**src/common/hrb_consts.vh**
```
/*
 Constants of the hub reset, boot and port control block.
 Assumes inclusion by bare name from the design files; definitions only.
*/
// Function
// - Flash boot checks signature at 0xFFFA
// - Valid signature: run flash from 0x0000
// - No signature: stay on internal ROM
// - Mgmt slave needs strap and both pull-ups
// - OTP via USB runtime, mgmt in config
// - Four attach inputs gate PHY clocks
// - Per-port charger indication on port pins
// - Only port 1 swaps with upstream
// - Swap request low default, high swapped
// - Swap status mirrors actual arrangement
// - Mgmt registers control swap after enumeration
// - Hard reset: hi-Z, defaults, clocks halted
// - Power-on timer holds internal reset
// - Bus reset: address 0, unconfigured, resume
// - Upstream reset never forwarded downstream
// - Flash access from host is pass-through
// - Host may override charging settings
// - Config stage waits for write 0xFF
// - Reset low: standby, PLL stopped
`ifndef HRB_CONSTS_VH
`define HRB_CONSTS_VH
`define HRB_SIG_ADDR 16'hfffa
`define HRB_BOOT_ADDR 16'h0000
`define HRB_SIG_WORD 32'h32444655
`define HRB_CFG_END_REG 8'hff
`define HRB_USB_ADDR_RST 7'h00
`define HRB_POR_NS 1000
`define HRB_CLK_NS 100
`define HRB_POR_CYC ((`HRB_POR_NS + `HRB_CLK_NS - 1) / `HRB_CLK_NS)
`define HRB_PORTS_DN 7
`define HRB_ATTACH_N 4
`endif

```
**src/logic/hrb_sync.v**
```verilog
/*
 Two flip-flop synchroniser for a bus of levels.
 Assumes inputs may change at any time relative to ref_clk.
*/
`timescale 1ns/100ps
module hrb_sync #(
   parameter W = 1
) (
   // Clock and reset
   input wire ref_clk,
   input wire sys_rst,
   // Data
   input wire [W-1:0] d,
   output wire [W-1:0] q
);
   reg [W-1:0] s1_r;
   reg [W-1:0] s2_r;
   always @(posedge ref_clk) begin
      if (sys_rst) begin
         s1_r <= {W{1'b0}};
         s2_r <= {W{1'b0}};
      end else begin
         s1_r <= d;
         s2_r <= s1_r;
      end
   end
   assign q = s2_r;
endmodule

```
**src/logic/hrb_core.v**
```verilog
/*
 Boot sequencer, reset handling and port control of the hub.
 Assumes firmware-side engines: a flash reader returns the signature word,
 a management-bus slave decodes writes, and a USB engine signals bus reset.
*/
`timescale 1ns/100ps
`include "hrb_consts.vh"
module hrb_core #(
   parameter POR_CYC = `HRB_POR_CYC,
   parameter NDN = `HRB_PORTS_DN,
   parameter NATT = `HRB_ATTACH_N
) (
   // Clock and resets
   input wire ref_clk,
   input wire sys_rst,
   input wire reset_pin_n,
   // Straps sampled at boot
   input wire strap_flash_boot,
   input wire strap_mgmt_cfg,
   input wire mgmt_bus_data_pin,
   input wire mgmt_bus_clock_pin,
   // Flash signature read
   output wire sig_rd_req,
   output wire [15:0] sig_rd_addr,
   input wire sig_rd_valid,
   input wire [31:0] sig_rd_data,
   // Code fetch selection
   output reg code_from_flash_r,
   output reg [15:0] fetch_start_r,
   // Host flash pass-through
   input wire host_flash_req,
   input wire [7:0] host_flash_wdata,
   output wire flash_pt_req,
   output wire [7:0] flash_pt_wdata,
   // Management bus writes
   input wire mgmt_wr,
   input wire [7:0] mgmt_addr,
   input wire mgmt_wdata0,
   input wire mgmt_swap_wr,
   // OTP access requests
   input wire usb_otp_req,
   input wire mgmt_otp_req,
   output wire otp_grant_usb,
   output wire otp_grant_mgmt,
   // USB side
   input wire usb_bus_reset,
   input wire usb_enumerated,
   output reg [6:0] usb_addr_r,
   output reg usb_configured_r,
   output reg usb_suspended_r,
   input wire usb_suspend_req,
   output wire dn_reset_fwd,
   // Charging configuration
   input wire [NDN-1:0] chg_cfg,
   input wire host_chg_wr,
   input wire [NDN-1:0] host_chg_val,
   output wire [NDN-1:0] port_power_ctl,
   output wire [NDN-1:0] port_power_ctl_oe,
   // Type-C attach and PHY clocks
   input wire [NATT-1:0] attach_in,
   output wire [NATT-1:0] phy_clk_en,
   // Port swap
   input wire swap_request_in,
   output wire swap_status_out,
   output wire upstream_is_port1,
   // Status
   output wire phy_hiz,
   output wire pll_run,
   output wire osc_run,
   output wire mgmt_slave_en,
   output wire [5:0] stage
);
   localparam ST_POR = 6'h01;
   localparam ST_SIG = 6'h02;
   localparam ST_STRAP = 6'h04;
   localparam ST_SOC = 6'h08;
   localparam ST_RUN = 6'h10;
   localparam ST_STBY = 6'h20;

   reg [5:0] st_r;
   reg [5:0] st_nxt;
   reg [15:0] por_cnt_r;
   reg mgmt_en_r;
   reg [NDN-1:0] chg_ovr_r;
   reg chg_ovr_en_r;
   reg swap_reg_r;
   reg swap_reg_use_r;
   reg swap_r;
   wire [NATT-1:0] att_s;
   wire swap_pin_s;
   wire por_done;
   wire flash_ok;
   wire pullups;

   hrb_sync #(.W(NATT + 1)) u_sync (
      .ref_clk(ref_clk),
      .sys_rst(sys_rst),
      .d({swap_request_in, attach_in}),
      .q({swap_pin_s, att_s})
   );

   assign por_done = (por_cnt_r == POR_CYC[15:0]);
   assign flash_ok = sig_rd_valid && (sig_rd_data == `HRB_SIG_WORD);
   assign pullups = mgmt_bus_data_pin && mgmt_bus_clock_pin;

   // Power-on timer; hard reset pin restarts it
   always @(posedge ref_clk) begin
      if (sys_rst || !reset_pin_n)
         por_cnt_r <= 16'h0000;
      else if (!por_done)
         por_cnt_r <= por_cnt_r + 16'h0001;
   end

   // Boot stage sequencing
   always @* begin
      st_nxt = st_r;
      case (st_r)
         ST_POR: begin
            if (por_done)
               st_nxt = strap_flash_boot ? ST_SIG : ST_STRAP;
         end
         ST_SIG: begin
            if (sig_rd_valid)
               st_nxt = ST_STRAP;
         end
         ST_STRAP: begin
            if (strap_mgmt_cfg && pullups)
               st_nxt = ST_SOC;
            else
               st_nxt = ST_RUN;
         end
         ST_SOC: begin
            if (mgmt_wr && mgmt_addr == `HRB_CFG_END_REG)
               st_nxt = ST_RUN;
         end
         ST_RUN: st_nxt = ST_RUN;
         ST_STBY: st_nxt = ST_POR;
         default: st_nxt = ST_POR;
      endcase
   end

   always @(posedge ref_clk) begin
      if (sys_rst)
         st_r <= ST_POR;
      else if (!reset_pin_n)
         st_r <= ST_STBY;
      else
         st_r <= st_nxt;
   end

   // Code store and management slave enable
   always @(posedge ref_clk) begin
      if (sys_rst || !reset_pin_n) begin
         code_from_flash_r <= 1'b0;
         fetch_start_r <= `HRB_BOOT_ADDR;
         mgmt_en_r <= 1'b0;
      end else begin
         if (st_r == ST_SIG && flash_ok) begin
            code_from_flash_r <= 1'b1;
            fetch_start_r <= `HRB_BOOT_ADDR;
         end
         if (st_r == ST_STRAP)
            mgmt_en_r <= strap_mgmt_cfg && pullups;
      end
   end

   assign sig_rd_req = (st_r == ST_SIG);
   assign sig_rd_addr = `HRB_SIG_ADDR;
   assign mgmt_slave_en = mgmt_en_r;
   assign stage = st_r;

   // Flash pass-through from host, contents not interpreted
   assign flash_pt_req = host_flash_req && (st_r == ST_RUN);
   assign flash_pt_wdata = host_flash_wdata;

   // OTP access paths depend on stage
   assign otp_grant_usb = usb_otp_req && (st_r == ST_RUN);
   assign otp_grant_mgmt = mgmt_otp_req && (st_r == ST_SOC);

   // USB device state; bus reset wins over suspend and enumeration, hard reset wins over bus reset
   always @(posedge ref_clk) begin
      if (sys_rst || !reset_pin_n) begin
         usb_addr_r <= `HRB_USB_ADDR_RST;
         usb_configured_r <= 1'b0;
         usb_suspended_r <= 1'b0;
      end else if (usb_bus_reset) begin
         usb_addr_r <= `HRB_USB_ADDR_RST;
         usb_configured_r <= 1'b0;
         usb_suspended_r <= 1'b0;
      end else begin
         if (usb_suspend_req)
            usb_suspended_r <= 1'b1;
         if (usb_enumerated)
            usb_configured_r <= 1'b1;
      end
   end
   assign dn_reset_fwd = 1'b0;

   // Charging indication with host override
   always @(posedge ref_clk) begin
      if (sys_rst || !reset_pin_n) begin
         chg_ovr_r <= {NDN{1'b0}};
         chg_ovr_en_r <= 1'b0;
      end else if (host_chg_wr && st_r == ST_RUN) begin
         chg_ovr_r <= host_chg_val;
         chg_ovr_en_r <= 1'b1;
      end
   end
   // Pin drives low for "no charger", released (pulled high) for present
   assign port_power_ctl = {NDN{1'b0}};
   assign port_power_ctl_oe = (st_r == ST_RUN) ?
      ~(chg_ovr_en_r ? chg_ovr_r : chg_cfg) : {NDN{1'b0}};

   // Type-C attach gates PHY clocking
   assign phy_clk_en = (st_r == ST_RUN) ? att_s : {NATT{1'b0}};

   // Port swap: pin by default, register after enumeration
   always @(posedge ref_clk) begin
      if (sys_rst || !reset_pin_n) begin
         swap_reg_r <= 1'b0;
         swap_reg_use_r <= 1'b0;
         swap_r <= 1'b0;
      end else begin
         if (mgmt_swap_wr && mgmt_en_r && usb_configured_r) begin
            swap_reg_r <= mgmt_wdata0;
            swap_reg_use_r <= 1'b1;
         end
         swap_r <= swap_reg_use_r ? swap_reg_r : swap_pin_s;
      end
   end
   assign upstream_is_port1 = swap_r;
   assign swap_status_out = swap_r;

   // Standby while the hard reset pin is low
   assign phy_hiz = !reset_pin_n || st_r == ST_STBY;
   assign pll_run = reset_pin_n && st_r != ST_STBY;
   assign osc_run = reset_pin_n && st_r != ST_STBY;
endmodule

```
**config.mk**
```make
export PLATFORM = sky130hd
export DESIGN_NAME = hrb_core
export DESIGN_NICKNAME = d
export VERILOG_FILES = /design/src/logic/hrb_sync.v /design/src/logic/hrb_core.v
export VERILOG_INCLUDE_DIRS = /design/src /design/src/common
export SDC_FILE = /design/constraint.sdc
export NUM_CORES = 1
export LEC_CHECK = 0
export BUFFER_PORTS_ARGS = -buffer_cell sky130_fd_sc_hd__buf_2
export CAP_MARGIN = 25
export CORE_MARGIN = 2
export CORE_UTILIZATION = 25
export CTS_CLUSTER_SIZE = 25
export DETAILED_ROUTE_END_ITERATION = 8
export PLACE_DENSITY = 0.5
export SLEW_MARGIN = 20
export SYNTH_ARGS = -nofsm -noshare
export SYNTH_HDL_FRONTEND = slang
export SYNTH_SLANG_ARGS = --single-unit
```
**constraint.sdc**
```tcl
create_clock -name ref_clk -period 1.95 [get_ports ref_clk]
set_input_delay 0.0975 -clock ref_clk [delete_from_list [all_inputs] [get_ports ref_clk]]
set_output_delay 0.0975 -clock ref_clk [all_outputs]
set_load 0.05 [all_outputs]
```
* Word level (Yosys, flattened, before mapping)
Index checks and enable logic that the tools add are counted.
** Cells by class
- Add/subtract/negate cells :: 1
- Bitwise operators :: 2
- Reductions and logical operators :: 19
- Multiplexer cells :: 11
- Equality and inequality tests :: 16
** Operator list (number)
- $eq A32 B30 Y1 const B :: 1
- $pmux W6 S5 :: 1
- $mux W6 :: 4
- $add A16 B1 Y16 const B :: 1
- $eq A16 B4 Y1 const B :: 1
- $mux W7 :: 2
- $logic_and A1 B1 Y1 :: 12
- $eq A8 B8 Y1 const B :: 1
- $not A7 Y7 :: 1
- $eq A6 B1 Y1 const B :: 1
- $eq A6 B2 Y1 const B :: 1
- $eq A6 B3 Y1 const B :: 1
- $eq A6 B4 Y1 const B :: 1
- $eq A6 B5 Y1 const B :: 1
- $eq A6 B6 Y1 const B :: 1
- $ne A3 B3 Y1 const B :: 2
- $ne A6 B6 Y1 const B :: 1
- $reduce_and A3 Y1 :: 2
- $mux W5 :: 1
- $mux W4 :: 1
- $ne A2 B2 Y1 const B :: 2
- $reduce_or A2 Y1 :: 2
- $mux W3 :: 1
- $ne A3 B2 Y1 const B :: 1
- other kinds (5) :: 6
** Word-level totals
- Bits in registers :: 47
- Input bits :: 85
- Logic and storage cells :: 63

* Depth between registers and ports, before layout
- Depth after elaboration :: 5
- Mapped depth :: 6

* By module
A second synthesis with hierarchy kept.
** Second synthesis, totals
- Cell total of the unflattened synthesis :: 305
- Area total of the unflattened synthesis :: 2613.8 um^2
** Modules (own cells, without submodules)
- hrb_core :: times used 1, area an instance 2351.0 um^2, sequential area each 740.7 um^2, cells an instance 285
- hrb_sync :: times used 1, area an instance 262.8 um^2, sequential area each 200.2 um^2, cells an instance 20

* Least setup slack after synthesis
Ideal clock, no wire load.
- Kind :: register to output
- From :: register st_r[4] (netlist: stage[4])
- To :: output port_power_ctl_oe[0]
- Path buffers :: 1
- Arrival time :: 2.422 ns
- Stages on the path, launching flop included :: 4
- Path slack :: -0.570 ns
- Cell sequence :: dfxtp_1 clkbuf_1 nand3_1 a211oi_1
** On the way
- Longest elaborated chain between the ends :: 2
** RTL lines
- from (decl) :: RTL line hrb_core.v:80 : reg [5:0] st_r;
- from (signal assigned) :: RTL line hrb_core.v:148 : st_r <= st_nxt;
- $eq A6 B5 Y1 :: RTL line hrb_core.v:211 : assign port_power_ctl_oe = (st_r == ST_RUN) ?
- $mux W7 :: RTL line hrb_core.v:211
- to (decl) :: RTL line hrb_core.v:58 : output wire [NDN-1:0] port_power_ctl_oe,
No other way between the ends.

* Final worst setup path
- From :: register st_r[3] (netlist: stage[3])
- To :: output port_power_ctl_oe[1]
The elaborated chain is that of the path after synthesis.

==> qor.csv <==
stage,metric,value,unit
setup_path,r2r_end,por_cnt_r[15],
floorplan,start_util,25.43,%
grt,grt_overflow,0,
setup_path,timing.rr.start,por_cnt_r[0],
power_and_ir_drop,ir_worst_vdd,0.0002954,V
setup_path,path_max_fanout,8,
synthesis,yosysTopAreaCellShare,36.33,%
setup_path,start_kind,register,
grt,grt_pass1_vias,2170,
layout,fillerInstances,1134,
layout,syn_to_final_growth,28.02,%
clocking,cts_tree,yes,
sta,drv_slew,0,
power_and_ir_drop,clkPwrFrac,30.4,%
setup_path,path_cells,"nor3_2, nand3_2, buf_4, a211oi_4, buf_2",
outcome,status,finished clean,
setup_path,cp-endpoint,port_power_ctl_oe[1],
route,vias,2326,
synthesis,netlist_area,0.002590,mm2
route,avgViaCountPerCell,4.191,
setup_path,slowest_delay,0.41,ns
clocking,cts_max_path_buffers,2,
clocking,clockRootBuffer,clkbuf_8,
synthesis,yosysSeqAreaShare,36.33,%
floorplan,core_area,0.01018,mm2
synthesis,synth.area.top_cells,"dfxtp_1 (36%), buf_4 (17%), nand3_1 (3.7%)",
power_and_ir_drop,intPower,1.347,mW
sta,rsz0062_at_grt,false,
synthesis,synth_top_cell_by_area,dfxtp_1,
floorplan,die_h,105.8,um
setup_path,rr_worst_depth,4,
setup_path,worstSetupPathType,reg2out,
placed_design,port_buffers,106,
power_and_ir_drop,pwr-share-comb,20.8,%
route,dr.first_iter.drc_count,91,
sta,worst_pin_slew,0.6170,ns
synthesis,syn_area_per_cell,8.275,um2
sta,maxSlewHeadroom,58.82,%
flow_run,drv_cap,0,
layout,instances_no_fill,555,
layout,finalNetCount,505,
grt,grtUsageTotal,10.79,%
sta,finalSetupTns,0,ns
route,drt_pre_antenna_iters,4,
power_and_ir_drop,cellPowerDensity,612.3,mW/mm2
clocking,numCtsBuffers,5,
sta,fmaxAchievable,538.5,MHz
floorplan,dieArea,0.01119,mm2
setup_path,cp.arrival,1.76,ns
grt,antenna_found_initial,0,
sta,setup_viol,0,
route,routed_wl,6066,um
clocking,clk_pin_slew,0.10,ns
synthesis,synth-seq-cells,47,
power_and_ir_drop,p_leak,1.393,nW
route,drc,0,
sta,fin_skew,0.006815,ns
min_path,hold_class,in2reg,
setup_path,critPathLaunch,stage[3],
placed_design,gp_congestion,0.7542,
power_and_ir_drop,p_total,2.030,mW
placed_design,dp.cells,541,
layout,antennaDiodeCount,0,
floorplan,die_w,105.8,um
placed_design,dp_hpwl,4929,um
synthesis,yosys_warnings,0,
clocking,cts_setup_buffers,0,
clocking,clock_latency,0.30,ns
route,wl_per_cell,10.93,um
setup_path,cp.required,1.85,ns
power_and_ir_drop,power_switching,0.6835,mW
grt,grt_first_pass_wirelength,9846,um
sta,fin_crit_sh,95.23,%
sta,hold_viol,0,
floorplan,rows,37,
route,antenna_left,0,
clocking,ctsHtreeMaxLevel,2,
setup_path,r2r_slack,0.28,ns
power_and_ir_drop,p_seq_share,48.8,%
synthesis,synth_cell_types,42,
synthesis,synthArstFlopShare,0,%
sta,period_minus_slack,1.857,ns
power_and_ir_drop,p_sw_share,33.67,%
floorplan,io_pins,170,
grt,grt_start_max_net_pins,23,
clocking,clkSinkCount,47,
synthesis,synth_ff_type,dfxtp_1,
synthesis,syn_inst,313,
synthesis,synth_edf_count,0,
setup_path,cp-end-kind,output port,
setup_path,cp_slowest_cell,dfxtp_1,
layout,layout-drive-gt1-share,33.17,%
through the flow:
step	area (um2)	setup WS, ns	util [%]	hold slack (ns)
floorplan	2865	0.02710	-	0.1691
global placement	3152	0.3069	30.95	0.1953
detailed placement	3152	0.2848	30.95	0.1953
CTS	3313	0.04029	32.53	0.01507
global route	3316	0.002576	32.56	0.01973
finish	3316	0.09307	32.56	0.02790
layer usage:
layer  vias up  share of wire (%)  track usage [%]  wire length, um
li1       1176                  -                -                -
met1      1043                 46            13.22             2761
met2       101                 45            18.11             2760
met3         6                7.8            2.968              472
met4         0                1.2            3.853               70
met5         -                  0                0                0
power groups by stage:
stage / logic, mW / clock network (mW) / registers [mW]
finish: 0.423 / 0.617 / 0.990
global route: 0.452 / 0.701 / 0.993
CTS: 0.424 / 0.657 / 0.990
detailed placement: 0.414 / 0 / 1.01
global placement: 0.411 / 0 / 1.01
floorplan: 0.403 / 0 / 1.03
flip-flops by register name, indices dropped and copies added, names as in the netlist:
signal,cells
swap_reg_r,1
u_sync.q,5
stage,6
por_cnt_r,16
usb_configured_r,1
code_from_flash_r,1
u_sync.s1_r,5
swap_reg_use_r,1
chg_ovr_en_r,1
usb_suspended_r,1
chg_ovr_r,7
swap_status_out,1
mgmt_slave_en,1
worst max-delay path: cells and delay by family, from the launching register on:
kind	cells	cell delay [ns]
AO/OA/AOI/OAI	1	0.17
buffers and inverters	2	0.51
flip-flops	1	0.41
AND/OR/NAND/NOR	2	0.36
cell usage after synthesis, types with 2 or more instances:
| master | count |
|---|---|
| a211oi_1 | 10 |
| nor2_1 | 25 |
| nor4bb_1 | 3 |
| or3_1 | 3 |
| xnor2_1 | 8 |
| conb_1 | 2 |
| mux2i_1 | 2 |
| and3_1 | 2 |
| nand3b_1 | 2 |
| nor4b_1 | 4 |
| a21oi_1 | 17 |
| ha_1 | 2 |
| nand4_1 | 10 |
| inv_1 | 11 |
| buf_4 | 57 |
| nand2_1 | 13 |
| o21ai_0 | 5 |
| nor4_1 | 3 |
| nor3_1 | 11 |
| nand3_1 | 19 |
| dfxtp_1 | 47 |
| or4_1 | 3 |
| nor2b_1 | 14 |
| and2_1 | 14 |
| clkbuf_1 | 7 |
| xor2_1 | 2 |
| nand2b_1 | 2 |
cell usage in the layout (no fill, tap or decap), types with 3 or more instances in the layout:
| cell | count |
|---|---|
| buf_2 | 106 |
| conb_1 | 47 |
| dfxtp_1 | 46 |
| nor2_1 | 24 |
| nand3_1 | 18 |
| a21oi_1 | 17 |
| nor2b_1 | 14 |
| and2_1 | 13 |
| nand2_1 | 12 |
| inv_1 | 10 |
| nor3_1 | 10 |
| nand4_1 | 10 |
| xnor2_1 | 8 |
| a211oi_4 | 7 |
| dlygate4sd3_1 | 6 |
| buf_4 | 6 |
| o21ai_0 | 5 |
| clkbuf_8 | 5 |
| nor4b_1 | 4 |
| nor4_1 | 3 |
| a211oi_1 | 3 |
| or4_1 | 3 |
| or3_1 | 3 |
| nor4bb_1 | 3 |
repair_timing:
| item | 4_1_cts | 5_1_grt |
|---|---|---|
| setup endpoints to repair | 3 | 13 |
| hold endpoints to repair | 7 | 0 |
| resized for setup | 1 | 1 |
| hold buffers | 6 | 0 |
layout make-up:
cell class / count / area, um2 / share of cell area (%)
Sequential cell: 47 / 942.2 / 28.42
Tap cell: 136 / 170.2 / 5.132
Clock inverter: 3 / 27.53 / 0.8302
Inverter: 11 / 45.04 / 1.358
Multi-Input combinational cell: 235 / 1426 / 43.02
Clock buffer: 5 / 68.82 / 2.075
Timing Repair Buffer: 118 / 635.6 / 19.17
kinds of logic after synthesis:
logic type / Yosys count / synth area share [%]
AO/OA/AOI/OAI: 40 / 9.614
XOR/XNOR: 10 / 3.382
adder cells (fa/ha/maj): 2 / 0.9660
buffers and inverters: 76 / 19.32
flip-flops: 47 / 36.33
multiplexers: 2 / 0.7730
other: 2 / 0.2900
AND/OR/NAND/NOR: 134 / 29.32
worst min-delay path by stage:
stage	startpoint	to	slack, ns	cells past startpoint
after floorplan	sys_rst	u_sync.s1_r[0]	0.17	1
after global placement	host_flash_wdata[2]	flash_pt_wdata[2]	0.20	0
after detailed placement	host_flash_wdata[2]	flash_pt_wdata[2]	0.20	0
after CTS	reset_pin_n	stage[5]	0.02	2
after global routing	reset_pin_n	stage[5]	0.02	2
final	reset_pin_n	stage[5]	0.03	2
Note: power is estimated with default switching activity, not from simulation.
